`src/hdl/rss_map.vh`:
```
// Register offsets, field positions and reset values of the ramp segment sequencer
`ifndef RSS_MAP_VH
`define RSS_MAP_VH
// ****************************************************************
// Register byte offsets
// ****************************************************************
`define RSS_CTRL_OFS 12'h000
`define RSS_NDIV_LO_OFS 12'h004
`define RSS_EVENT_SRC_OFS 12'h008
`define RSS_SHIFT_SEL_OFS 12'h00C
`define RSS_PAD_DRIVE_OFS 12'h010
`define RSS_SHIFT_DEV_OFS 12'h014
`define RSS_LIMIT_LOW_OFS 12'h018
`define RSS_LIMIT_HIGH_OFS 12'h01C
`define RSS_MSB_OFS 12'h020
`define RSS_STATUS_OFS 12'h024
`define RSS_ACCUM_OFS 12'h028
`define RSS_SEG_BASE_OFS 12'h040
`define RSS_SEG_END_OFS 12'h07F
// ****************************************************************
// Segment configuration word fields
// ****************************************************************
`define RSS_CFG_LEN_LSB 0
`define RSS_CFG_LEN_MSB 15
`define RSS_CFG_HALF 16
`define RSS_CFG_MARK_LSB 17
`define RSS_CFG_MARK_MSB 18
`define RSS_CFG_CLR 19
`define RSS_CFG_ADV_LSB 20
`define RSS_CFG_ADV_MSB 21
`define RSS_CFG_NEXT_LSB 22
`define RSS_CFG_NEXT_MSB 24
`define RSS_CFG_W 25
// ****************************************************************
// Codes and reset values
// ****************************************************************
`define RSS_PAD_INPUT 3'h7
`define RSS_ADV_TIMEOUT 2'h0
`define RSS_LIMIT_HIGH_RST 33'h0FFFFFFFF
`define RSS_LIMIT_LOW_RST 33'h000000000
`define RSS_FULL_LEN 17'h10000
`endif

```
`src/hdl/rss_top.v`:
```
// Ramp segment sequencer with APB register file
//
// What this block does
// (RQ1) Half-rate segments tick every two clocks, others every clock.
// (RQ2) A segment ticks for its length count; zero means 65536.
// (RQ3) Segment start drives both marker bits from the 2-bit marker field.
// (RQ4) Accumulator clear option zeroes the accumulator as the segment begins.
// (RQ5) Advance code 0 is length timeout, 1..3 are events A, B, C.
// (RQ6) On advance, continue at the segment named by the successor index.
// (RQ7) Timeout segments start the successor right away.
// (RQ8) Trigger segments hand over only when the chosen event arrives.
// (RQ9) Each tick adds the signed step value to the numerator.
// (RQ10) Numerator advances over a fixed 2^24 denominator while ramping.
// (RQ11) Outside party feeds shift trigger on an input-configured pad.
// (RQ12) While ramping is enabled and shift trigger is active, deviation adds onto the carrier.
// (RQ13) Pad drive code 7 makes the pad an input usable as trigger.
// (RQ14) Source 1 is pad one rising edge, 3 is modulation pad rising.
// (RQ15) Upper and lower limits are 33-bit two's complement values.
// (RQ16) Source code 2 in advance field routes event B.
// (RQ17) With ramping enabled, a divider low byte write starts segment 0.
// (RQ18) Accumulator is clamped at the lower and upper limits before deviation is added.
// (RQ19) Segment change loads all segment settings before the first tick.
`timescale 1ns/10ps
`default_nettype none
`include "rss_map.vh"
module rss_top #(
    parameter SEGS = 8,
    parameter INC_W = 30
) (
    input wire sys_clk,
    input wire arst_n,
    input wire psel,
    input wire penable,
    input wire pwrite,
    input wire [11:0] paddr,
    input wire [31:0] pwdata,
    output reg [31:0] prdata,
    output reg pready,
    output reg pslverr,
    input wire external_event_pad_one,
    input wire external_event_pad_two,
    input wire mod_pad,
    output reg marker_bit_zero,
    output reg marker_bit_one,
    output reg [32:0] ramp_numerator_q,
    output reg [7:0] ndiv_low_q,
    output reg ramping_q
);
    // ****************************************************************
    // Configuration state
    // ****************************************************************
    reg ramp_en_q;
    reg [3:0] event_a_source, event_b_source, event_c_source;
    reg [1:0] shift_trigger_select;
    reg [2:0] pad_one_drive, pad_two_drive, mod_drive;
    reg [32:0] shift_deviation_value;
    reg [32:0] limit_low_q;
    reg [32:0] limit_high_q;
    reg [INC_W-1:0] seg_step_mem [0:SEGS-1];
    reg [`RSS_CFG_W-1:0] seg_cfg_mem [0:SEGS-1];
    // ****************************************************************
    // Sequencer state
    // ****************************************************************
    localparam ST_IDLE = 2'd0;
    localparam ST_LOAD = 2'd1;
    localparam ST_RUN = 2'd2;
    localparam ST_WAIT = 2'd3;
    reg [1:0] state_q;
    reg [2:0] seg_idx_q;
    reg [INC_W-1:0] segment_step_value;
    reg [16:0] tick_left_q;
    reg segment_half_rate;
    reg [1:0] segment_advance_condition;
    reg [2:0] segment_successor_index;
    reg [32:0] accum_q;
    reg limit_hit_q;
    reg mark0_prev_q;
    wire tick;
    // ****************************************************************
    // Pads, only usable as triggers when set as inputs
    // ****************************************************************
    wire p1_lvl, p1_rise, p1_fall;
    wire p2_lvl, p2_rise, p2_fall;
    wire md_lvl, md_rise, md_fall;
    rss_sync u_sync_one (
        .sys_clk(sys_clk), .arst_n(arst_n), .pad_in(external_event_pad_one),
        .level_q(p1_lvl), .rise_q(p1_rise), .fall_q(p1_fall)
    );
    rss_sync u_sync_two (
        .sys_clk(sys_clk), .arst_n(arst_n), .pad_in(external_event_pad_two),
        .level_q(p2_lvl), .rise_q(p2_rise), .fall_q(p2_fall)
    );
    rss_sync u_sync_mod (
        .sys_clk(sys_clk), .arst_n(arst_n), .pad_in(mod_pad),
        .level_q(md_lvl), .rise_q(md_rise), .fall_q(md_fall)
    );
    wire in1 = (pad_one_drive == `RSS_PAD_INPUT); // [RQ13]
    wire in2 = (pad_two_drive == `RSS_PAD_INPUT); // [RQ13]
    wire inm = (mod_drive == `RSS_PAD_INPUT); // [RQ13]
    wire m0_rise = marker_bit_zero & ~mark0_prev_q;
    wire m0_fall = ~marker_bit_zero & mark0_prev_q;
    // Lock detect, comparator and fastlock sources live elsewhere: never fire
    wire [15:0] edge_vec = {m0_fall, 3'b000, inm & md_fall, in2 & p2_fall,
        in1 & p1_fall, 1'b1, m0_rise, 3'b000, inm & md_rise, in2 & p2_rise,
        in1 & p1_rise, 1'b0}; // [RQ14]
    wire [15:0] lvl_vec = {~marker_bit_zero, 3'b000, inm & ~md_lvl,
        in2 & ~p2_lvl, in1 & ~p1_lvl, 1'b1, marker_bit_zero, 3'b000,
        inm & md_lvl, in2 & p2_lvl, in1 & p1_lvl, 1'b0};
    function pick;
        input [3:0] src;
        input [15:0] vec;
        begin
            pick = vec[src];
        end
    endfunction
    wire ev_a = pick(event_a_source, edge_vec);
    wire ev_b = pick(event_b_source, edge_vec);
    wire ev_c = pick(event_c_source, edge_vec);
    reg adv_event;
    always @* begin
        case (segment_advance_condition) // [RQ5]
            2'd1: adv_event = ev_a;
            2'd2: adv_event = ev_b; // [RQ16]
            2'd3: adv_event = ev_c;
            default: adv_event = 1'b0;
        endcase
    end
    // Shift follows the trigger level so the deviation holds while active
    reg shift_on;
    always @* begin
        case (shift_trigger_select)
            2'd1: shift_on = pick(event_a_source, lvl_vec);
            2'd2: shift_on = pick(event_b_source, lvl_vec);
            2'd3: shift_on = pick(event_c_source, lvl_vec);
            default: shift_on = 1'b1;
        endcase
    end
    // ****************************************************************
    // APB slave, zero wait states
    // ****************************************************************
    wire setup = psel & ~penable;
    wire wr_en = psel & penable & pready & pwrite;
    wire seg_hit = (paddr >= `RSS_SEG_BASE_OFS) && (paddr <= `RSS_SEG_END_OFS);
    wire [2:0] seg_sel = paddr[5:3];
    wire ndiv_wr = wr_en && (paddr == `RSS_NDIV_LO_OFS);
    reg [31:0] rd_d;
    reg map_ok;
    always @* begin
        rd_d = 32'h00000000;
        map_ok = 1'b1;
        if (paddr[1:0] != 2'b00) begin
            map_ok = 1'b0;
        end else if (seg_hit) begin
            if (paddr[2]) begin
                rd_d = {{(32-`RSS_CFG_W){1'b0}}, seg_cfg_mem[seg_sel]};
            end else begin
                rd_d = {{(32-INC_W){1'b0}}, seg_step_mem[seg_sel]};
            end
        end else begin
            case (paddr)
                `RSS_CTRL_OFS: rd_d = {31'h00000000, ramp_en_q};
                `RSS_NDIV_LO_OFS: rd_d = {24'h000000, ndiv_low_q};
                `RSS_EVENT_SRC_OFS: rd_d = {20'h00000, event_c_source,
                    event_b_source, event_a_source};
                `RSS_SHIFT_SEL_OFS: rd_d = {30'h00000000, shift_trigger_select};
                `RSS_PAD_DRIVE_OFS: rd_d = {23'h000000, mod_drive,
                    pad_two_drive, pad_one_drive};
                `RSS_SHIFT_DEV_OFS: rd_d = shift_deviation_value[31:0];
                `RSS_LIMIT_LOW_OFS: rd_d = limit_low_q[31:0];
                `RSS_LIMIT_HIGH_OFS: rd_d = limit_high_q[31:0];
                `RSS_MSB_OFS: rd_d = {28'h0000000, accum_q[32],
                    limit_high_q[32], limit_low_q[32], shift_deviation_value[32]};
                `RSS_STATUS_OFS: rd_d = {26'h0000000, limit_hit_q,
                    state_q, seg_idx_q};
                `RSS_ACCUM_OFS: rd_d = accum_q[31:0];
                default: map_ok = 1'b0;
            endcase
        end
    end
    integer i;
    always @(posedge sys_clk or negedge arst_n) begin
        if (!arst_n) begin
            prdata <= 32'h00000000;
            pready <= 1'b0;
            pslverr <= 1'b0;
            ramp_en_q <= 1'b0;
            ndiv_low_q <= 8'h00;
            event_a_source <= 4'h0;
            event_b_source <= 4'h0;
            event_c_source <= 4'h0;
            shift_trigger_select <= 2'h0;
            pad_one_drive <= 3'h0;
            pad_two_drive <= 3'h0;
            mod_drive <= 3'h0;
            shift_deviation_value <= 33'h000000000;
            limit_low_q <= `RSS_LIMIT_LOW_RST;
            limit_high_q <= `RSS_LIMIT_HIGH_RST;
            for (i = 0; i < SEGS; i = i + 1) begin
                seg_step_mem[i] <= {INC_W{1'b0}};
                seg_cfg_mem[i] <= {`RSS_CFG_W{1'b0}};
            end
        end else begin
            pready <= 1'b1;
            if (setup) begin
                prdata <= pwrite ? 32'h00000000 : rd_d;
                pslverr <= ~map_ok;
            end
            if (wr_en && map_ok) begin
                if (seg_hit) begin
                    if (paddr[2]) begin
                        seg_cfg_mem[seg_sel] <= pwdata[`RSS_CFG_W-1:0];
                    end else begin
                        seg_step_mem[seg_sel] <= pwdata[INC_W-1:0];
                    end
                end else begin
                    case (paddr)
                        `RSS_CTRL_OFS: ramp_en_q <= pwdata[0];
                        `RSS_NDIV_LO_OFS: ndiv_low_q <= pwdata[7:0];
                        `RSS_EVENT_SRC_OFS: begin
                            event_a_source <= pwdata[3:0];
                            event_b_source <= pwdata[7:4];
                            event_c_source <= pwdata[11:8];
                        end
                        `RSS_SHIFT_SEL_OFS: shift_trigger_select <= pwdata[1:0];
                        `RSS_PAD_DRIVE_OFS: begin
                            pad_one_drive <= pwdata[2:0];
                            pad_two_drive <= pwdata[5:3];
                            mod_drive <= pwdata[8:6];
                        end
                        `RSS_SHIFT_DEV_OFS: shift_deviation_value[31:0] <= pwdata;
                        `RSS_LIMIT_LOW_OFS: limit_low_q[31:0] <= pwdata; // [RQ15]
                        `RSS_LIMIT_HIGH_OFS: limit_high_q[31:0] <= pwdata; // [RQ15]
                        `RSS_MSB_OFS: begin
                            shift_deviation_value[32] <= pwdata[0];
                            limit_low_q[32] <= pwdata[1]; // [RQ15]
                            limit_high_q[32] <= pwdata[2]; // [RQ15]
                        end
                        default: ;
                    endcase
                end
            end
        end
    end
    // ****************************************************************
    // Tick source
    // ****************************************************************
    rss_tick u_tick (
        .sys_clk(sys_clk),
        .arst_n(arst_n),
        .run(state_q == ST_RUN),
        .half_rate(segment_half_rate),
        .tick_q(tick)
    );
    // ****************************************************************
    // Accumulator step with limits, before deviation
    // ****************************************************************
    wire [33:0] step_ext = {{(34-INC_W){segment_step_value[INC_W-1]}},
        segment_step_value};
    wire [33:0] sum = {accum_q[32], accum_q} + step_ext; // [RQ9]
    wire [33:0] lo_ext = {limit_low_q[32], limit_low_q};
    wire [33:0] hi_ext = {limit_high_q[32], limit_high_q};
    wire below = $signed(sum) < $signed(lo_ext);
    wire above = $signed(sum) > $signed(hi_ext);
    wire [32:0] next_acc = below ? limit_low_q :
        (above ? limit_high_q : sum[32:0]); // [RQ18]
    wire [`RSS_CFG_W-1:0] ld_cfg = seg_cfg_mem[seg_idx_q];
    wire [15:0] ld_len = ld_cfg[`RSS_CFG_LEN_MSB:`RSS_CFG_LEN_LSB];
    // ****************************************************************
    // Segment sequencer
    // ****************************************************************
    always @(posedge sys_clk or negedge arst_n) begin
        if (!arst_n) begin
            state_q <= ST_IDLE;
            seg_idx_q <= 3'h0;
            segment_step_value <= {INC_W{1'b0}};
            tick_left_q <= 17'h00000;
            segment_half_rate <= 1'b0;
            segment_advance_condition <= 2'h0;
            segment_successor_index <= 3'h0;
            accum_q <= 33'h000000000;
            limit_hit_q <= 1'b0;
            marker_bit_zero <= 1'b0;
            marker_bit_one <= 1'b0;
            mark0_prev_q <= 1'b0;
        end else begin
            mark0_prev_q <= marker_bit_zero;
            if (!ramp_en_q) begin
                state_q <= ST_IDLE;
            end else if (ndiv_wr) begin
                seg_idx_q <= 3'h0; // [RQ17]
                state_q <= ST_LOAD; // [RQ17]
            end else begin
                case (state_q)
                    ST_LOAD: begin
                        segment_step_value <= seg_step_mem[seg_idx_q]; // [RQ19]
                        segment_half_rate <= ld_cfg[`RSS_CFG_HALF]; // [RQ19]
                        segment_advance_condition <=
                            ld_cfg[`RSS_CFG_ADV_MSB:`RSS_CFG_ADV_LSB];
                        segment_successor_index <=
                            ld_cfg[`RSS_CFG_NEXT_MSB:`RSS_CFG_NEXT_LSB];
                        // Zero length stands for the full count
                        tick_left_q <= (ld_len == 16'h0000) ? `RSS_FULL_LEN :
                            {1'b0, ld_len}; // [RQ2]
                        marker_bit_zero <= ld_cfg[`RSS_CFG_MARK_LSB]; // [RQ3]
                        marker_bit_one <= ld_cfg[`RSS_CFG_MARK_MSB]; // [RQ3]
                        if (ld_cfg[`RSS_CFG_CLR]) begin
                            accum_q <= 33'h000000000; // [RQ4]
                        end
                        state_q <= ST_RUN;
                    end
                    ST_RUN: begin
                        if (tick) begin
                            accum_q <= next_acc; // [RQ10]
                            limit_hit_q <= below | above;
                            tick_left_q <= tick_left_q - 17'h00001; // [RQ2]
                        end
                        if (segment_advance_condition != `RSS_ADV_TIMEOUT) begin
                            if (adv_event) begin
                                seg_idx_q <= segment_successor_index; // [RQ8]
                                state_q <= ST_LOAD;
                            end else if (tick && tick_left_q == 17'h00001) begin
                                state_q <= ST_WAIT;
                            end
                        end else if (tick && tick_left_q == 17'h00001) begin
                            seg_idx_q <= segment_successor_index; // [RQ6]
                            state_q <= ST_LOAD; // [RQ7]
                        end
                    end
                    ST_WAIT: begin
                        // Holds the reached value until the chosen event
                        if (adv_event) begin
                            seg_idx_q <= segment_successor_index; // [RQ8]
                            state_q <= ST_LOAD;
                        end
                    end
                    default: state_q <= ST_IDLE;
                endcase
            end
        end
    end
    // ****************************************************************
    // Output numerator: limited accumulator plus deviation
    // ****************************************************************
    always @(posedge sys_clk or negedge arst_n) begin
        if (!arst_n) begin
            ramp_numerator_q <= 33'h000000000;
            ramping_q <= 1'b0;
        end else begin
            ramping_q <= (state_q != ST_IDLE);
            if (ramp_en_q && shift_on) begin
                ramp_numerator_q <= accum_q + shift_deviation_value; // [RQ12]
            end else begin
                ramp_numerator_q <= accum_q;
            end
        end
    end
endmodule
`default_nettype wire

```
`src/hdl/rss_sync.v`:
```
// Three-stage pad synchroniser with qualified level and edge pulses
`timescale 1ns/10ps
`default_nettype none
module rss_sync (
    input wire sys_clk,
    input wire arst_n,
    input wire pad_in,
    output reg level_q,
    output reg rise_q,
    output reg fall_q
);
    reg s1_q;
    reg s2_q;
    reg s3_q;
    // Level only moves once the second and third stages agree
    always @(posedge sys_clk or negedge arst_n) begin
        if (!arst_n) begin
            s1_q <= 1'b0;
            s2_q <= 1'b0;
            s3_q <= 1'b0;
            level_q <= 1'b0;
            rise_q <= 1'b0;
            fall_q <= 1'b0;
        end else begin
            s1_q <= pad_in;
            s2_q <= s1_q;
            s3_q <= s2_q;
            rise_q <= (s2_q == s3_q) && s2_q && !level_q;
            fall_q <= (s2_q == s3_q) && !s2_q && level_q;
            if (s2_q == s3_q) begin
                level_q <= s2_q;
            end
        end
    end
endmodule
`default_nettype wire

```
`src/hdl/rss_tick.v`:
```
// Ramp tick enable: every clock, or every second clock at half rate
`timescale 1ns/10ps
`default_nettype none
module rss_tick (
    input wire sys_clk,
    input wire arst_n,
    input wire run,
    input wire half_rate,
    output reg tick_q
);
    reg phase_q;
    always @(posedge sys_clk or negedge arst_n) begin
        if (!arst_n) begin
            phase_q <= 1'b0;
            tick_q <= 1'b0;
        end else if (!run) begin
            phase_q <= 1'b0;
            tick_q <= 1'b0;
        end else if (half_rate) begin
            phase_q <= ~phase_q;
            tick_q <= phase_q; // [RQ1]
        end else begin
            tick_q <= 1'b1; // [RQ1]
        end
    end
endmodule
`default_nettype wire

```
`config.mk`:
```
export PLATFORM = sky130hd
export DESIGN_NAME = rss_top
export DESIGN_NICKNAME = d
export VERILOG_FILES = /design/src/hdl/rss_top.v /design/src/hdl/rss_sync.v /design/src/hdl/rss_tick.v
export VERILOG_INCLUDE_DIRS = /design/src /design/src/hdl
export SDC_FILE = /design/constraint.sdc
export NUM_CORES = 2
export LEC_CHECK = 0
export BUFFER_PORTS_ARGS = -buffer_cell sky130_fd_sc_hd__buf_4
export CAP_MARGIN = 20
export CORE_ASPECT_RATIO = 0.75
export CORE_MARGIN = 2
export CORE_UTILIZATION = 63
export DETAILED_ROUTE_END_ITERATION = 8
export MAX_ROUTING_LAYER = met4
export PLACE_DENSITY = 0.81
export SLEW_MARGIN = 15
export SYNTH_ARGS = -nofsm -noshare
export SYNTH_HDL_FRONTEND = slang
export SYNTH_SLANG_ARGS = --single-unit
```
`constraint.sdc`:
```
create_clock -name sys_clk -period 6.53 [get_ports sys_clk]
set_input_delay 0.3265 -clock sys_clk [delete_from_list [all_inputs] [get_ports sys_clk]]
set_output_delay 0.3265 -clock sys_clk [all_outputs]
set_load 0.01 [all_outputs]
```
Yosys cells after proc, flatten, opt, wreduce, memory -nomap -nowiden
Cells that the tools add are included.
Storage, ports and cells
  register bits after elaboration: 754
  bits in latches: 0
  RAM bits: 0
  ROM bits: 0
  input port bits: 52
  output and inout bits: 78
  logic and storage cells: 261
  memories kept: 0
Cells by class
  $add $sub $neg: 3
  multipliers: 0
  divide/modulo/power cells: 0
  magnitude comparators: 10
  eq/ne operators: 33
  shift operators: 0
  muxes and demuxes: 66
  bitwise logic cells: 32
  reductions and logical operators: 49
Operator list (number)
  32-bit case mux with 11 select lines: 1
  240-bit bitwise mux: 1
  200-bit bitwise mux: 1
  30-bit binary-select mux with 3-bit select: 2
  30-bit two-way mux: 6
  33-bit two-way mux: 5
  25-bit binary-select mux with 3-bit select: 2
  25-bit two-way mux: 5
  32-bit two-way mux: 3
  30-bit demux with 3-bit select: 1
  25-bit demux with 3-bit select: 1
  33-bit case mux with 2 select lines: 1
  12-bit by 5-bit equality test with 1-bit output (second input constant): 4
  3-bit AND reduction: 14
  12-bit by 6-bit equality test with 1-bit output (second input constant): 3
  33-bit by 30-bit adder with 34-bit output: 1
  34-bit by 33-bit > comparator with 1-bit output: 1
  34-bit by 33-bit < comparator with 1-bit output: 1
  17-bit two-way mux: 2
  17-bit case mux with 2 select lines: 1
  33-bit adder: 1
  1-bit binary-select mux with 4-bit select: 6
  12-bit by 4-bit equality test with 1-bit output (second input constant): 2
  1-bit AND: 18
  other kinds (33): 110

Logic depth before layout (Yosys ltp)
  depth after elaboration: 10
  depth in mapped cells: 25
  mapped depth without buffers: 23

Hierarchy
Synthesis repeated with hierarchy kept, for this count alone.
Unflattened totals
  cell total of the unflattened synthesis: 3640
  area total of the unflattened synthesis: 40999.3 µm²
By module, submodules not included
  rss_top: times used 1, cells an instance 3595, area each 40292.4 µm², sequential area each 18407.7 µm²
  rss_sync: times used 3, cells an instance 13, area each 210.2 µm², sequential area each 150.1 µm²
  rss_tick: times used 1, cells an instance 6, area each 76.3 µm², sequential area each 50.0 µm²

Worst setup path after synthesis
No wires, ideal clock.
  path kind: register -> register
  start point: reg accum_q[0]
  end point: reg accum_q[28]
  setup time: 0.124 ns
  data arrival time: 4.652 ns
  data required time: 6.406 ns
  setup slack: 1.754 ns
  stages on the path, launching flop included: 24
  path buffers: 1
  period minus slack after synthesis: 4.776 ns
  path through: dfrtp_1 -> ha_1 -> inv_1 -> fa_1 -> nor2b_1 -> o21ai_1 -> a21boi_1 -> o21ai_1 -> o21ai_1 -> a21oi_1 -> o21a_1 -> xor2_1 -> inv_1 -> ha_1 -> nand4_1 -> nor3_2 -> nand2_1 -> o41ai_2 -> a211oi_1 -> o31ai_2 -> mux2i_1 -> clkbuf_1 -> nor2_1 -> a211o_1
On the way
  cells in the longest elaborated chain, start to end: 6
  elaborated cells on any way between the ends: 7
  those cells by class: add/sub: 1; order compare: 2; mux: 4
RTL lines
  from (decl): RTL line rss_top.v:75  | reg [32:0] accum_q;
  from (signal assigned): RTL line rss_top.v:313  | accum_q <= next_acc;
  33-bit by 30-bit adder with 34-bit output (*): RTL line rss_top.v:259  | wire [33:0] sum = {accum_q[32], accum_q} + step_ext;
  34-bit by 33-bit > comparator with 1-bit output: RTL line rss_top.v:263  | wire above = $signed(sum) > $signed(hi_ext);
  33-bit two-way mux: RTL line rss_top.v:265  | (above ? limit_high_q : sum[32:0]);
  33-bit two-way mux (*): RTL line rss_top.v:264  | wire [32:0] next_acc = below ? limit_low_q :
  33-bit two-way mux (*): RTL line rss_top.v:312  | if (tick) begin
  33-bit case mux with 2 select lines (*): RTL line rss_top.v:293  | case (state_q)
Mark *: on every way between the ends. The rest lies on a longest branch, timed or not. The select of a mux whose other input is x is not followed.
A chain may end at the register's enable or synchronous reset.

Final worst setup path
  start point: reg accum_q[0]
  end point: reg accum_q[32]
The elaborated chain is that of the path after synthesis.

==> key figures <==
Outcome
  • Status: complete, no violations

Drt
  • DRT Wirelength: 132500 um
  • DRC: 0
  • WL/cell: 29.01 um
  • Antenna viol nets, final: 0
  • First-pass DRT Iterations: 6
  • Vias per inst: 7.165
  • Iteration-0 DRC Markers: 4434
  • DR vias: 32730

Setup path
  • Crit Path Category: reg -> reg
  • CP startpoint kind: flip-flop
  • CP arrival: 6640 ps
  • Critical path data required time: 7060 ps
  • R2R cell count: 24
  • CP Max Fanout: 26
  • FF-to-FF Start: accum_q[0]$_DFFE_PN0P_
  • Worst-path cell chain: ha_1 > inv_1 > fa_1 > nor2b_1 > o21ai_1 > a21boi_1 > o21ai_1 > o21ai_1 > buf_4 > a21oi_1 > o21a_1 > xor2_1 > inv_1 > ha_1 > nand4_1 > nor3_2 > nand2_1 > o41ai_2 > a211oi_1 > o31ai_2 > mux2_2 > and2_1 > nand4_1 > nor3b_1
  • Max incr delay on CP: 970 ps
  • Crit end category: flip-flop
  • Worst R2R End: accum_q[32]$_DFFE_PN0P_
  • Crit path top cell by count: o21ai_1
  • Reg2Reg Setup Slack: 410 ps
  • CP max-delay cell: mux2_2

Synthesis
  • Fraction of registers with async set/reset: 100.0%
  • Syn Inst Count: 3630
  • Number of synthesized flops with an enable pin: 0
  • Post-synthesis register bit count: 754
  • Number of distinct library cells after synthesis: 80
  • Mapped Area: 0.04151 mm2
  • Main flop type after synthesis: dfrtp_1
  • Synth Area per Inst: 11.43 um2
  • Syn_nets: 3828
  • Post-synthesis sequential area ratio: 45.55%
  • Synth Warn #: 0

STA
  • Max Clk Rate: 163.5 MHz
  • Max Slew Vio Count: 0
  • Worst-margin pin slew: 1240 ps
  • RSZ-0062 raised after global routing: false
  • Fin. Hold Viols: 0
  • Final setup fails: 0
  • Crit share post-route: 93.65%
  • Slew HR: 17.22%
  • Final worst path period need: 6115 ps
  • WHS: 47.78 ps
  • Setup tns final: 0 ps
  • Final WS setup: 414.5 ps
  • Fin Clk Skew: 30.85 ps

Power
  • Leakage: 21.38 nW
  • Total Power: 9.740 mW
  • Max VDD drop: 198.3 uV
  • Pwr Density: 212.8 mW/mm2

Run
  • Number of max-cap violations: 0

Die
  • I/O Pins: 130
  • Die W: 300.4 um
  • Core Footprint: 0.06517 mm2
  • Die height: 226.3 um
  • Initial core utilization: 63.70%
  • Die area: 0.06798 mm2
  • Number of core rows: 81

Worst hold path
  • HP Start: pwdata[25]
  • WHS Endpoint: seg_step_mem[115]$_DFFE_PN0P_
  • HP Class: in -> reg
  • Worst hold stages: 2

CTS
  • Post-CTS sizing: 0
  • H-tree depth: 3
  • CTS Buffer Depth: 3
  • CTS tree: built
  • Hold_buf cts: 6
  • Clock Latency Late Sink: 650 ps
  • Buffer count from post-CTS setup fixing: 0
  • Root buf cell: clkbuf_16
  • # clock sinks: 754
  • Clock transition at path regs: 70 ps
  • CTS Buf Count: 74

Placed design
  • Setup WS pre-CTS: 630.8 ps
  • Dpl hpwl: 87930 um
  • Gp weighted congestion: 1.014
  • Number of port buffers: 129

Global routing
  • Most used routing layer: met2
  • Total GRT Usage: 40.59%
  • First-pass GRT wire length: 201500 um
  • M2 GR Usage: 57.30%
  • Initial antenna violation count: 5
  • Global Route met3 Usage: 9.869%
  • Number of global-route vias before repair: 32180
  • Total grt overflow: 0
  • Largest net degree at the start of global routing: 158
  • Met1 usage: 56.26%

Layout
  • Most frequent cells in the layout: 719 x dfrtp_1, 584 x mux2_2, 223 x nand2_1
  • Fill cell count: 4616
  • Fraction of layout cells with a size suffix above 1: 29.50%
  • Syn-to-layout area delta: 10.26%
  • Layout net count: 3833
  • Commonest non-fill, non-tap cell in the layout: dfrtp_1
[flip-flops by register name, indices dropped and copies added (netlist names), 4 cells and up]
signal	flops
seg_cfg_mem	200
ramp_numerator_q	33
event_b_source	4
accum_q	33
event_a_source	4
shift_deviation_value	33
tick_left_q	17
segment_step_value	30
event_c_source	4
ndiv_low_q	8
prdata	32
limit_high_q	33
limit_low_q	33
seg_step_mem	240
[cell usage after synthesis (12+ instances only)]
cell      instances  share of area [%]
a211oi_1         14               0.25
nand3_1          67               0.81
o211ai_1         12               0.22
or4_1            14               0.25
ha_1            144                4.3
buf_2            35               0.42
o21a_1           12               0.22
a31oi_1          13               0.20
nor4_1           26               0.39
and2_1           15               0.23
mux4_2          111                6.0
o21ai_0         138                1.7
dfrtp_1         722                 44
a22o_1           34               0.72
nand2b_1         16               0.24
nor3_1           31               0.37
nand4_1          33               0.50
o221ai_1         22               0.46
nand2_1         230                2.1
xnor2_1          27               0.57
clkbuf_1        178                1.6
and3_1           13               0.20
a22oi_1          59                1.1
o21ai_1          49               0.59
dfstp_2          32                2.0
xor2_1           27               0.57
a21o_1           68                1.2
a221oi_1         20               0.42
o31ai_1          17               0.31
mux2i_1          97                2.3
a21oi_1         134                1.6
o22ai_1         166                2.5
mux2_2          584                 16
nor2_1          127                1.1
buf_1            55               0.50
inv_1           120                1.1
nor2b_1          23               0.35
[metal layers]
metal	wire length, um	share of wire [%]
met5	0	0
met4	6058	4.6
met3	15490	12
met1	53610	40
met2	57370	43
[power by group]
part / total (mW) / internal, mW / switching [mW] / leakage [nW]
Combinational: 0.422 / 0.104 / 0.318 / 9.86
Clock: 4.63 / 2.72 / 1.91 / 1.28
Sequential: 4.69 / 4.68 / 0.0102 / 10.2
Total: 9.74 / 7.50 / 2.24 / 21.4
[critical path: cells and delay by family, from the launching register on]
kind	cells	cell delay (ps)
AOI/OAI and AO/OA	9	1820
and+or+nand+nor	7	1390
muxes	1	970
adders and majority gates	3	900
DFF	1	420
buffers and inverters	3	330
xor gates and xnor gates	1	180
[layout make-up]
| type | count | area [um2] | share of cell area, % |
|---|---|---|---|
| timing repair buffer | 201 | 1589 | 3.472 |
| tap | 871 | 1090 | 2.381 |
| clock buffer | 100 | 2121 | 4.634 |
| multi-input combinational | 2484 | 21130 | 46.16 |
| inverter | 120 | 450.4 | 0.9841 |
| antenna | 5 | 12.51 | 0.02734 |
| sequential | 754 | 18920 | 41.34 |
| clock inverter | 33 | 460.4 | 1.006 |
[cell families (layout without fill, tap and decap cells)]
group / after synthesis / in the layout / share of synthesized area (%)
compound gates: 854 / 854 / 13.60
mux: 793 / 793 / 24.23
flops: 754 / 754 / 45.55
simple gates: 636 / 636 / 7.313
buf+inv: 392 / 454 / 3.714
fa+ha+maj: 146 / 146 / 4.437
xor+xnor: 54 / 54 / 1.139
other cells: 1 / 6 / 0.009034
[metrics by stage]
step / cell area (um2) / instances / utilization, %
after global placement: 43100 / 4423 / 66.14
after global routing: 45770 / 4568 / 70.23
after floorplan: 41510 / 3630 / -
after detailed placement: 43100 / 4423 / 66.14
after CTS: 45740 / 4562 / 70.19
final: 45770 / 4568 / 70.23
[how the worst max path moves through the flow]
| stage | start | end |
|---|---|---|
| 2_1_floorplan | accum_q[0]$_DFFE_PN0P_ | accum_q[28]$_DFFE_PN0P_ |
| 3_3_place_gp | accum_q[0]$_DFFE_PN0P_ | accum_q[28]$_DFFE_PN0P_ |
| 3_5_place_dp | accum_q[0]$_DFFE_PN0P_ | accum_q[28]$_DFFE_PN0P_ |
| 4_1_cts | accum_q[0]$_DFFE_PN0P_ | accum_q[28]$_DFFE_PN0P_ |
| 5_1_grt | accum_q[0]$_DFFE_PN0P_ | accum_q[1]$_DFFE_PN0P_ |
| 6_report | accum_q[0]$_DFFE_PN0P_ | accum_q[32]$_DFFE_PN0P_ |
Power figures use the tool's default switching activity.
